**config.mk**
```make
export PLATFORM = sky130hd
export DESIGN_NAME = phy_status_reg
export DESIGN_NICKNAME = d
export VERILOG_FILES = /design/src/rtl/phy_status_pkg.sv /design/src/rtl/phy_status_reg.sv /design/src/rtl/sync_2ff.sv
export SDC_FILE = /design/constraint.sdc
export NUM_CORES = 1
export LEC_CHECK = 0
export ABC_AREA = 1
export BUFFER_PORTS_ARGS = -buffer_cell sky130_fd_sc_hd__buf_4
export CAP_MARGIN = 5
export CORE_UTILIZATION = 40
export DETAILED_ROUTE_END_ITERATION = 8
export PLACE_DENSITY = 0.6
export SETUP_SLACK_MARGIN = 0.02
export SLEW_MARGIN = 20
export SYNTH_ARGS = -nofsm -noshare
export SYNTH_HDL_FRONTEND = slang
export SYNTH_SLANG_ARGS = --single-unit
```
**constraint.sdc**
```tcl
create_clock -name clk_i -period 3 [get_ports clk_i]
set_clock_uncertainty 0.05 [all_clocks]
set_input_delay 0.15 -clock clk_i [delete_from_list [all_inputs] [get_ports clk_i]]
set_output_delay 0.15 -clock clk_i [all_outputs]
set_load 0.03 [all_outputs]
```
**src/rtl/phy_status_pkg.sv**
```systemverilog
`default_nettype none
package phy_status_pkg;
    // Management register addresses and override enable bit
    localparam logic [4:0] STATUS_ADDR = 5'h01;
    localparam logic [4:0] EXT_CTRL_ADDR = 5'h10;
    localparam int OVR_EN_BIT = 15;
    // Status word field positions
    localparam int T4_BIT = 15;
    localparam int CAP_MSB = 14;
    localparam int CAP_LSB = 11;
    localparam int RSV_MSB = 10;
    localparam int RSV_LSB = 7;
    localparam int PRE_BIT = 6;
    localparam int AN_DONE_BIT = 5;
    localparam int RFAULT_BIT = 4;
    localparam int AN_ABLE_BIT = 3;
    localparam int LINK_BIT = 2;
    localparam int JAB_BIT = 1;
    localparam int EXT_BIT = 0;
    // Reset values
    localparam logic [3:0] CAP_RST = 4'hF;
    localparam logic [3:0] RSV_RST = 4'h0;
    localparam logic PRE_RST = 1'b0;
    localparam logic LATCH_RST = 1'b0;
    localparam logic OVR_RST = 1'b0;
    // Frame layout counts and opcodes
    localparam logic [5:0] PREAMBLE_LEN = 6'h20;
    localparam logic [4:0] HDR_LAST = 5'h0B;
    localparam logic [4:0] DATA_LAST = 5'h0F;
    localparam logic [1:0] OP_READ = 2'h2;
    localparam logic [1:0] OP_WRITE = 2'h1;

    typedef enum logic [2:0] {
        S_IDLE = 3'b000,
        S_START = 3'b001,
        S_HDR = 3'b010,
        S_TA = 3'b011,
        S_DATA = 3'b100
    } frame_state_t;

    typedef struct packed {
        logic an_complete;
        logic remote_fault;
        logic link_up;
        logic jabber;
    } phy_events_t;

    typedef struct packed {
        frame_state_t fsm;
        logic mdc_prev;
        logic [5:0] ones;
        logic [4:0] cnt;
        logic [11:0] hdr;
        logic [15:0] shift;
        logic is_read;
        logic hit;
        logic mdio_out;
        logic mdio_oe;
        logic [3:0] caps;
        logic [3:0] rsvd;
        logic pre_supp;
        logic an_done;
        logic rfault;
        logic link;
        logic jab;
        logic ovr_en;
    } status_state_t;
endpackage : phy_status_pkg
`default_nettype wire

```
**src/rtl/phy_status_reg.sv**
```systemverilog
`default_nettype none
module phy_status_reg #(
    parameter logic [4:0] PHY_ADDR = 5'h01
) (
    input wire logic clk_i,
    input wire logic arst_n_i,
    input wire logic mdc_i,
    input wire logic mdio_i,
    output logic mdio_o,
    output logic mdio_oe_o,
    input wire phy_status_pkg::phy_events_t events_i,
    output logic [3:0] caps_o,
    output logic preamble_supp_o
);
    phy_status_pkg::status_state_t st_reg;
    phy_status_pkg::status_state_t st_next;
    logic [1:0] pins_s;
    logic mdc_s;
    logic mdio_s;
    logic rd_pulse;
    logic wr_commit;
    logic [15:0] wdata;
    logic [15:0] stat_word;

    // Never fires: PHY_ADDR is 5 bits wide, so it cannot exceed 5'h1F
    if (PHY_ADDR > 5'h1F) begin : g_bad_addr
        $error("PHY_ADDR out of range");
    end

    function automatic logic [15:0] status_word(input phy_status_pkg::status_state_t s);
        logic [15:0] w;
        w = 16'h0000;
        w[phy_status_pkg::T4_BIT] = 1'b0;
        w[phy_status_pkg::CAP_MSB:phy_status_pkg::CAP_LSB] = s.caps;
        w[phy_status_pkg::RSV_MSB:phy_status_pkg::RSV_LSB] = 4'h0;
        w[phy_status_pkg::PRE_BIT] = s.pre_supp;
        w[phy_status_pkg::AN_DONE_BIT] = s.an_done;
        w[phy_status_pkg::RFAULT_BIT] = s.rfault;
        w[phy_status_pkg::AN_ABLE_BIT] = 1'b1;
        w[phy_status_pkg::LINK_BIT] = s.link;
        w[phy_status_pkg::JAB_BIT] = s.jab;
        w[phy_status_pkg::EXT_BIT] = 1'b1;
        return w;
    endfunction : status_word

    // Pins come from the management clock domain
    sync_2ff #(.WIDTH(2)) u_sync (
        .clk_i(clk_i),
        .arst_n_i(arst_n_i),
        .d_i({mdc_i, mdio_i}),
        .q_o(pins_s)
    );
    assign mdc_s = pins_s[1];
    assign mdio_s = pins_s[0];

    always_comb begin
        st_next = st_reg;
        rd_pulse = 1'b0;
        wr_commit = 1'b0;
        wdata = {st_reg.shift[14:0], mdio_s};
        st_next.mdc_prev = mdc_s;
        if (mdc_s && !st_reg.mdc_prev) begin
            case (st_reg.fsm)
                phy_status_pkg::S_IDLE: begin
                    if (mdio_s) begin
                        if (st_reg.ones != phy_status_pkg::PREAMBLE_LEN) begin
                            st_next.ones = st_reg.ones + 6'h01;
                        end
                    end else begin
                        st_next.ones = 6'h00;
                        // Short preamble only accepted once suppression is granted
                        if (st_reg.ones == phy_status_pkg::PREAMBLE_LEN || st_reg.pre_supp) begin
                            st_next.fsm = phy_status_pkg::S_START;
                        end
                    end
                end
                phy_status_pkg::S_START: begin
                    st_next.cnt = 5'h00;
                    st_next.fsm = mdio_s ? phy_status_pkg::S_HDR : phy_status_pkg::S_IDLE;
                end
                phy_status_pkg::S_HDR: begin
                    st_next.hdr = {st_reg.hdr[10:0], mdio_s};
                    st_next.cnt = st_reg.cnt + 5'h01;
                    if (st_reg.cnt == phy_status_pkg::HDR_LAST) begin
                        st_next.cnt = 5'h00;
                        st_next.fsm = phy_status_pkg::S_TA;
                    end
                end
                phy_status_pkg::S_TA: begin
                    if (st_reg.cnt == 5'h00) begin
                        st_next.cnt = 5'h01;
                        st_next.hit = (st_reg.hdr[9:5] == PHY_ADDR);
                        st_next.is_read = (st_reg.hdr[11:10] == phy_status_pkg::OP_READ);
                        if (st_reg.hdr[11:10] != phy_status_pkg::OP_READ &&
                                st_reg.hdr[11:10] != phy_status_pkg::OP_WRITE) begin
                            st_next.fsm = phy_status_pkg::S_IDLE;
                        end else if (st_reg.hdr[9:5] == PHY_ADDR &&
                                st_reg.hdr[11:10] == phy_status_pkg::OP_READ) begin
                            st_next.mdio_oe = 1'b1;
                            st_next.mdio_out = 1'b0;
                            if (st_reg.hdr[4:0] == phy_status_pkg::STATUS_ADDR) begin
                                st_next.shift = status_word(st_reg);
                                rd_pulse = 1'b1;
                            end else if (st_reg.hdr[4:0] == phy_status_pkg::EXT_CTRL_ADDR) begin
                                st_next.shift = {st_reg.ovr_en, 15'h0000};
                            end else begin
                                st_next.shift = 16'h0000;
                            end
                        end
                    end else begin
                        st_next.cnt = 5'h00;
                        st_next.fsm = phy_status_pkg::S_DATA;
                        if (st_reg.mdio_oe) begin
                            st_next.mdio_out = st_reg.shift[15];
                            st_next.shift = {st_reg.shift[14:0], 1'b0};
                        end
                    end
                end
                phy_status_pkg::S_DATA: begin
                    st_next.cnt = st_reg.cnt + 5'h01;
                    if (st_reg.is_read) begin
                        st_next.mdio_out = st_reg.shift[15];
                        st_next.shift = {st_reg.shift[14:0], 1'b0};
                    end else begin
                        st_next.shift = wdata;
                    end
                    if (st_reg.cnt == phy_status_pkg::DATA_LAST) begin
                        st_next.fsm = phy_status_pkg::S_IDLE;
                        st_next.ones = 6'h00;
                        st_next.mdio_oe = 1'b0;
                        st_next.mdio_out = 1'b0;
                        wr_commit = !st_reg.is_read && st_reg.hit;
                    end
                end
                default: begin
                    st_next.fsm = phy_status_pkg::S_IDLE;
                end
            endcase
        end
        if (wr_commit && st_reg.hdr[4:0] == phy_status_pkg::STATUS_ADDR &&
                st_reg.ovr_en) begin
            st_next.caps = wdata[phy_status_pkg::CAP_MSB:phy_status_pkg::CAP_LSB];
            st_next.rsvd = wdata[phy_status_pkg::RSV_MSB:phy_status_pkg::RSV_LSB];
            st_next.pre_supp = wdata[phy_status_pkg::PRE_BIT];
        end
        if (wr_commit && st_reg.hdr[4:0] == phy_status_pkg::EXT_CTRL_ADDR) begin
            st_next.ovr_en = wdata[phy_status_pkg::OVR_EN_BIT];
        end
        // Read clears latches, but a same-cycle event wins
        st_next.an_done = (st_reg.an_done && !rd_pulse) ||
            events_i.an_complete;
        st_next.rfault = (st_reg.rfault && !rd_pulse) || events_i.remote_fault;
        st_next.jab = (st_reg.jab && !rd_pulse) || events_i.jabber;
        st_next.link = rd_pulse ? events_i.link_up :
            (st_reg.link && events_i.link_up);
    end

    always_ff @(posedge clk_i or negedge arst_n_i) begin
        if (!arst_n_i) begin
            st_reg <= '{fsm: phy_status_pkg::S_IDLE, ones: 6'h00, cnt: 5'h00, hdr: 12'h000,
                        shift: 16'h0000, caps: phy_status_pkg::CAP_RST,
                        rsvd: phy_status_pkg::RSV_RST, pre_supp: phy_status_pkg::PRE_RST,
                        an_done: phy_status_pkg::LATCH_RST, rfault: phy_status_pkg::LATCH_RST,
                        link: phy_status_pkg::LATCH_RST, jab: phy_status_pkg::LATCH_RST,
                        ovr_en: phy_status_pkg::OVR_RST, default: 1'b0};
        end else begin
            st_reg <= st_next;
        end
    end

    assign mdio_o = st_reg.mdio_out;
    assign mdio_oe_o = st_reg.mdio_oe;
    assign caps_o = st_reg.caps;
    assign preamble_supp_o = st_reg.pre_supp;
    // Word as a read would see it now, for the checks below
    assign stat_word = status_word(st_reg);
endmodule : phy_status_reg
`default_nettype wire

```
**src/rtl/sync_2ff.sv**
```systemverilog
`default_nettype none
module sync_2ff #(
    parameter int WIDTH = 2
) (
    input wire logic clk_i,
    input wire logic arst_n_i,
    input wire logic [WIDTH-1:0] d_i,
    output logic [WIDTH-1:0] q_o
);
    logic [WIDTH-1:0] meta_reg;

    always_ff @(posedge clk_i or negedge arst_n_i) begin
        if (!arst_n_i) begin
            meta_reg <= '0;
            q_o <= '0;
        end else begin
            meta_reg <= d_i;
            q_o <= meta_reg;
        end
    end
endmodule : sync_2ff
`default_nettype wire

```
==> out/metrics.cfg, run 1 <==
[detailed_routing]
drcViolationCount=0
ant_nets=0
routed_wl_um=6530
viasPerCell=4.94
vias=2582
dr.first_iter.drc_count=164
wl_per_cell_um=12.5
first_pass_iters=4

[sta]
fin_tns_setup_ns=0
hold_viol_final=0
setup_viol=0
slew_violations=0
grt_setup_unrepaired=no
fmax_mhz=516
period_needed_ns=1.94
slew-limit-headroom=0.478
worstMarginPinSlew_ns=0.783
finalCritPeriodShare=0.646

[place]
io_buffers=14
place_congestion=0.802
post-dp-hpwl_um=4440
dp.cells=500

[clock_tree]
clockBufferDepth=2
path_clk_slew_ns=0.08
cts_made_buffers=9
cts-root-buf=clkbuf_8
insertion_delay_ns=0.35
ctsResizeCount=0
cts_sinks=61
cts_setup_buffers=0
htreeDepth=3
cts_tree=built
hold_buffers=7

[synthesis]
yosys_warnings=0
synth_edf_count=0
syn_avg_cell_area_um2=8.09
seq_area_frac_synth=0.477
yosysTopAreaCell=dfrtp_1
synth_top_area_frac=0.444
synth_seq_cells=61
ys_types=35
syn_inst=397
synth_commonest_cells=nand2_1 (137), dfrtp_1 (57), inv_1 (40)
synth_nets=411
synthFlopType=dfrtp_1
async_reset_ff_frac=1.00
yosysMostFrequentCell=nand2_1
syn_area_um2=3210
yosys-top-cells-area=dfrtp_1 (44%), nand2_1 (16%), inv_1 (4.7%), nor2_1 (4.2%), o21ai_0 (3.9%)

[floorplan]
initial_utilization=0.415
rows=32
boundaryPins=15
die-height_um=91.6
die-area_um2=8390
die_w_um=91.6
core-area_um2=7730

[critical_path]
cpMaxStageDelayCell=dfrtp_1
required_ns=3.24
arrival_ns=2.18
path_common_cell=nand2_1
cp_slowest_stage_delay_ns=0.41
reg2reg_depth=12
worstPathMaxFanout=12
path_cells=inv_1, ha_1, inv_1, nor2_1, nand2_4, inv_1, nand2_2, nor2_4, nand2_1, nand2_1, nand2_1, nand2_1
crit_path_end_kind=register
worstSetupStartpointType=register
path_class=register to register

[global_route]
grt_max_degree=62
grt_pass1_wl_um=11900
grt_pass1_vias=2520
grt-ovfl-total=0
antenna_found_initial=0
grt_usage=0.179

[job]
maxCapViolCount=0

[power]
power.density_nw_per_um2=452
p_leak_uw=0.00180
irDropWorstVdd_v=0.000198

[hold_path]
hp-class=register to register
min_delay_path_depth=0

[finish]
n_antenna_cell=0
nFillCells=756
seq_area_um2=1530
multi_input_area_um2=1420
nNetsFinal=430
largest_reg_flops=50
area_growth_pct=12.1
drive_above_1_share=0.135
stdcell_count=523

[run_status]
status=complete, no violations

## critical path, delay by kind of cell (launching register included)
family	cells	cell delay, ns
AND/OR/NAND/NOR	8	1.05
flip-flops	1	0.41
buffers and inverters	3	0.24
adder cells (fa/ha/maj)	1	0.14
## cell families after synthesis
kind of cell             share of synthesized area
buffers and inverters                       0.0814
AND/OR/NAND/NOR                              0.320
AO/OA/AOI/OAI                               0.0818
flip-flops                                   0.477
XOR/XNOR                                   0.00546
adder cells (fa/ha/maj)                     0.0234
multiplexers                                0.0105
## per-stage QoR
step / util / total power (uW) / cell area, um^2 / setup WS, ns / hold WS (ns)
after floorplan: - / 878 / 3210 / 1.36 / -0.196
after global placement: 0.432 / 910 / 3340 / 1.04 / 0.211
after detailed placement: 0.432 / 910 / 3340 / 1.07 / 0.210
after CTS: 0.466 / 1650 / 3600 / 1.04 / 0.302
after global routing: 0.466 / 1700 / 3600 / 0.833 / 0.321
final: 0.466 / 1630 / 3600 / 1.06 / 0.299
## layout make-up
type	instances	area share
clock buffers	9	0.0344
clock inverters	7	0.0184
inverters	41	0.0435
multi-input cells	282	0.394
flip-flops and latches	61	0.426
well taps	102	0.0355
repair buffers	21	0.0487
## placed cells by master, fill, tap and decap left out, drive strengths merged, types with 4 or more instances in the layout
cell	count
inv	41
nor2	41
nand4	6
nand3	27
nand2	143
dfstp	4
ha	6
clkinv	5
dfrtp	57
a21oi	7
buf	14
clkbuf	9
dlygate4sd3	7
o21ai	32
## report_power, final
part	switching [uW]	internal, uW
Clock	347	379
Combinational	35.3	22.9
Sequential	9.55	832
## final timing paths
kind / slack [ns] / from / to
worst min register to register: 0.30 / u_sync.meta_reg[1]$_DFF_PN0_ / u_sync.q_o[1]$_DFF_PN0_
worst max-delay path: 1.06 / st_reg[46]$_DFFE_PN0P_ / st_reg[23]$_DFFE_PN0P_
worst max register to register: 1.06 / st_reg[46]$_DFFE_PN0P_ / st_reg[23]$_DFFE_PN0P_
worst min-delay path: 0.30 / u_sync.meta_reg[1]$_DFF_PN0_ / u_sync.q_o[1]$_DFF_PN0_
max in group asynchronous: 2.00 / arst_n_i / preamble_supp_o$_DFFE_PN0P_
min in group asynchronous: 0.34 / arst_n_i / st_reg[51]$_DFFE_PN0P_
## routing by layer
metal  vias to the layer above  track usage  wire, um
met5                         -            0         0
met3                        11       0.0477       303
li1                       1294            -         -
met4                         0       0.0635        82
met2                        40        0.264      2870
met1                      1237        0.253      3270
(Power assumes the default switching activity.)
==> inputs of run 2 (changes only) <==
--- a/config.mk
+++ b/config.mk
@@ -10,7 +10,7 @@
 export CAP_MARGIN = 5
 export CORE_UTILIZATION = 40
 export DETAILED_ROUTE_END_ITERATION = 8
-export PLACE_DENSITY = 0.6
+export PLACE_DENSITY = 0.62
 export SETUP_SLACK_MARGIN = 0.02
 export SLEW_MARGIN = 20
 export SYNTH_ARGS = -nofsm -noshare
==> constraint.sdc (replaced) <==
create_clock -name clk_i -period 1.6 [get_ports clk_i]
set_clock_uncertainty 0.05 [all_clocks]
set_input_delay 0.08 -clock clk_i [delete_from_list [all_inputs] [get_ports clk_i]]
set_output_delay 0.08 -clock clk_i [all_outputs]
set_load 0.03 [all_outputs]
==> out/metrics.cfg, run 2 (same netlist as run 1, synthesis figures left out) <==
[detailed_routing]
drcViolationCount=0  ; unchanged
vias=2769  ; +7.2%
first_pass_iters=4  ; unchanged
routed_wl_um=7470  ; +14%
dr.first_iter.drc_count=167  ; +1.8%
wl_per_cell_um=12.9  ; +3.3%
ant_nets=0  ; unchanged
viasPerCell=4.78  ; -3.1%

[sta]
worstMarginPinSlew_ns=0.356  ; -0.426 ns
finalCritPeriodShare=1.09  ; +0.444
slew_violations=0  ; unchanged
grt_setup_unrepaired=yes
fmax_mhz=574  ; +11%
setup_viol=40  ; +40
period_needed_ns=1.74  ; -0.194 ns
hold_viol_final=0  ; unchanged
holdWs_ns=0.134  ; -0.165 ns
slew-limit-headroom=0.763  ; +0.284
worst_slack_ns=-0.143  ; -1.21 ns

[place]
post-dp-hpwl_um=4840  ; +9.0%
io_buffers=14  ; unchanged
dpl_cell_area_um2=3690  ; +11%
place_congestion=0.794  ; -0.92%

[floorplan]
die-area_um2=8390  ; unchanged
die_w_um=91.6  ; unchanged
die-height_um=91.6  ; unchanged
initial_utilization=0.415  ; unchanged
core-area_um2=7730  ; unchanged
rows=32  ; unchanged
boundaryPins=15  ; unchanged

[critical_path]
crit_path_end_kind=register
path_common_cell=nand2_1
cpMaxStageDelayCell=dfrtp_1
path_cells=inv_2, ha_4, inv_4, nor2_4, nand2_4, nand3_2, nand3_4, buf_12, nor2_8, nand2_1, nand2_1
worst_path_dominant_cell_family=simple AND/OR/NAND/NOR gates
arrival_ns=1.97  ; -0.21 ns
worstSetupStartpointType=register
worstPathMaxFanout=8  ; -4
required_ns=1.83  ; -1.41 ns
path_class=register to register
cp_slowest_stage_delay_ns=0.43  ; +0.02 ns
crit_buf_inv=3  ; unchanged

[hold_path]
hp-class=primary input to async pin

[finish]
layout_commonest_cell=nand2_1
nFillCells=706  ; -6.6%
area_growth_pct=34.7
seq_area_um2=1530  ; +0.16%
n_antenna_cell=0  ; unchanged
nNetsFinal=486  ; +13%
largest_reg_flops=50  ; unchanged
multi_input_area_um2=1640  ; +16%
final_cell_mix=nand2_1 (130), buf_4 (60), dfrtp_1 (55)
stdcell_area_um2=4330  ; +20%
drive_above_1_share=0.321  ; +0.185

[global_route]
grt-ovfl-total=0  ; unchanged
antenna_found_initial=0  ; unchanged
grt_pass1_vias=2727  ; +8.2%
grt_pass1_wl_um=12700  ; +7.2%
grt_usage=0.193  ; +0.0137
grt_max_degree=37  ; -40%

[job]
maxCapViolCount=0  ; unchanged

[clock_tree]
insertion_delay_ns=0.34  ; about the same
clockBufferDepth=2  ; unchanged
htreeDepth=3  ; unchanged
cts_sinks=61  ; unchanged
cts_tree=built
path_clk_slew_ns=0.07  ; about the same
cts_made_buffers=9  ; unchanged
cts-root-buf=clkbuf_8

[power]
p_leak_uw=0.00214  ; +19%
irDropWorstVdd_v=0.000389  ; +97%
power.density_nw_per_um2=750  ; +66%

[run_status]
status=finished with violations
violations=negative setup slack

run 2: cell types whose count changed in the layout (fill, tap and decap cells not counted), moves of 4 or more:
cell | before | now
inv_1 | 40 | 34
o21ai_2 | 0 | 6
nand2_1 | 137 | 130
buf_4 | 14 | 60
o21ai_0 | 25 | 14
nor2_1 | 36 | 26
nor2_4 | 3 | 9
o21ai_1 | 7 | 12
nor2_2 | 0 | 6
nand2_2 | 3 | 7
buf_12 | 0 | 4
run 2: path summary, 6_finish.rpt:
| check | from | endpoint | slack [ns] | depth (start not counted) |
|---|---|---|---|---|
| min in group clk_i | u_sync.meta_reg[1]$_DFF_PN0_ | u_sync.q_o[1]$_DFF_PN0_ | 0.30 | 0 |
| worst max-delay path | st_reg[46]$_DFFE_PN0P_ | st_reg[19]$_DFFE_PN0P_ | -0.14 | 11 |
| worst min register to register | u_sync.meta_reg[1]$_DFF_PN0_ | u_sync.q_o[1]$_DFF_PN0_ | 0.30 | 0 |
| worst min-delay path | arst_n_i | st_reg[53]$_DFFE_PN0P_ | 0.13 | 2 |
| max in group asynchronous | arst_n_i | caps_o[3]$_DFFE_PN1P_ | 0.80 | 3 |
| worst max register to register | st_reg[46]$_DFFE_PN0P_ | st_reg[19]$_DFFE_PN0P_ | -0.14 | 11 |
run 2: worst register-to-register path, cell delays in order, from the launching register on:
cell	delay, ns
dfrtp_1	0.43
inv_2	0.11
ha_4	0.14
inv_4	0.03
nor2_4	0.09
nand2_4	0.10
nand3_2	0.11
nand3_4	0.13
buf_12	0.18
nor2_8	0.16
nand2_1	0.08
nand2_1	0.08
run 2: power breakdown:
group	leakage [uW]	switching, uW	internal [uW]
registers	0.000805	19.7	1560
logic	0.00123	71.2	55.5
clock network	0.000112	624	916
total	0.00214	715	2530
run 2: per-stage QoR:
stage | power (uW) | setup WS, ns | TNS (ns) | std cells | util
2_1_floorplan | 1650 | 0.00987 | 0 | 397 | -
3_3_place_gp | 1710 | -0.209 | -3.72 | 538 | 0.478
3_5_place_dp | 1720 | -0.238 | -4.76 | 538 | 0.478
4_1_cts | 3290 | -0.125 | -2.37 | 573 | 0.544
5_1_grt | 3360 | -0.244 | -8.36 | 579 | 0.560
6_report | 3250 | -0.143 | -2.96 | 579 | 0.560
run 2: metal layers:
| layer | wire (um) | share of wire | GRT usage |
|---|---|---|---|
| met5 | 0 | 0 | 0 |
| met4 | 25 | 0.0033 | 0.0582 |
| met3 | 336 | 0.045 | 0.0369 |
| met2 | 3630 | 0.49 | 0.316 |
| met1 | 3480 | 0.47 | 0.257 |
run 2: repair_timing:
item	in CTS	in global routing
pin swaps	14	21
gates cloned	3	0
endpoints found under the hold margin	63	0
endpoints found under the setup margin	52	56
hold buffers	7	0
gates resized for setup	36	24
setup buffers	9	8
run 2: area by class of cell:
class | count | area share
well taps | 102 | 0.0295
inverters | 41 | 0.0379
repair buffers | 74 | 0.147
flip-flops and latches | 61 | 0.355
clock buffers | 10 | 0.0318
multi-input cells | 285 | 0.380
clock inverters | 6 | 0.0200
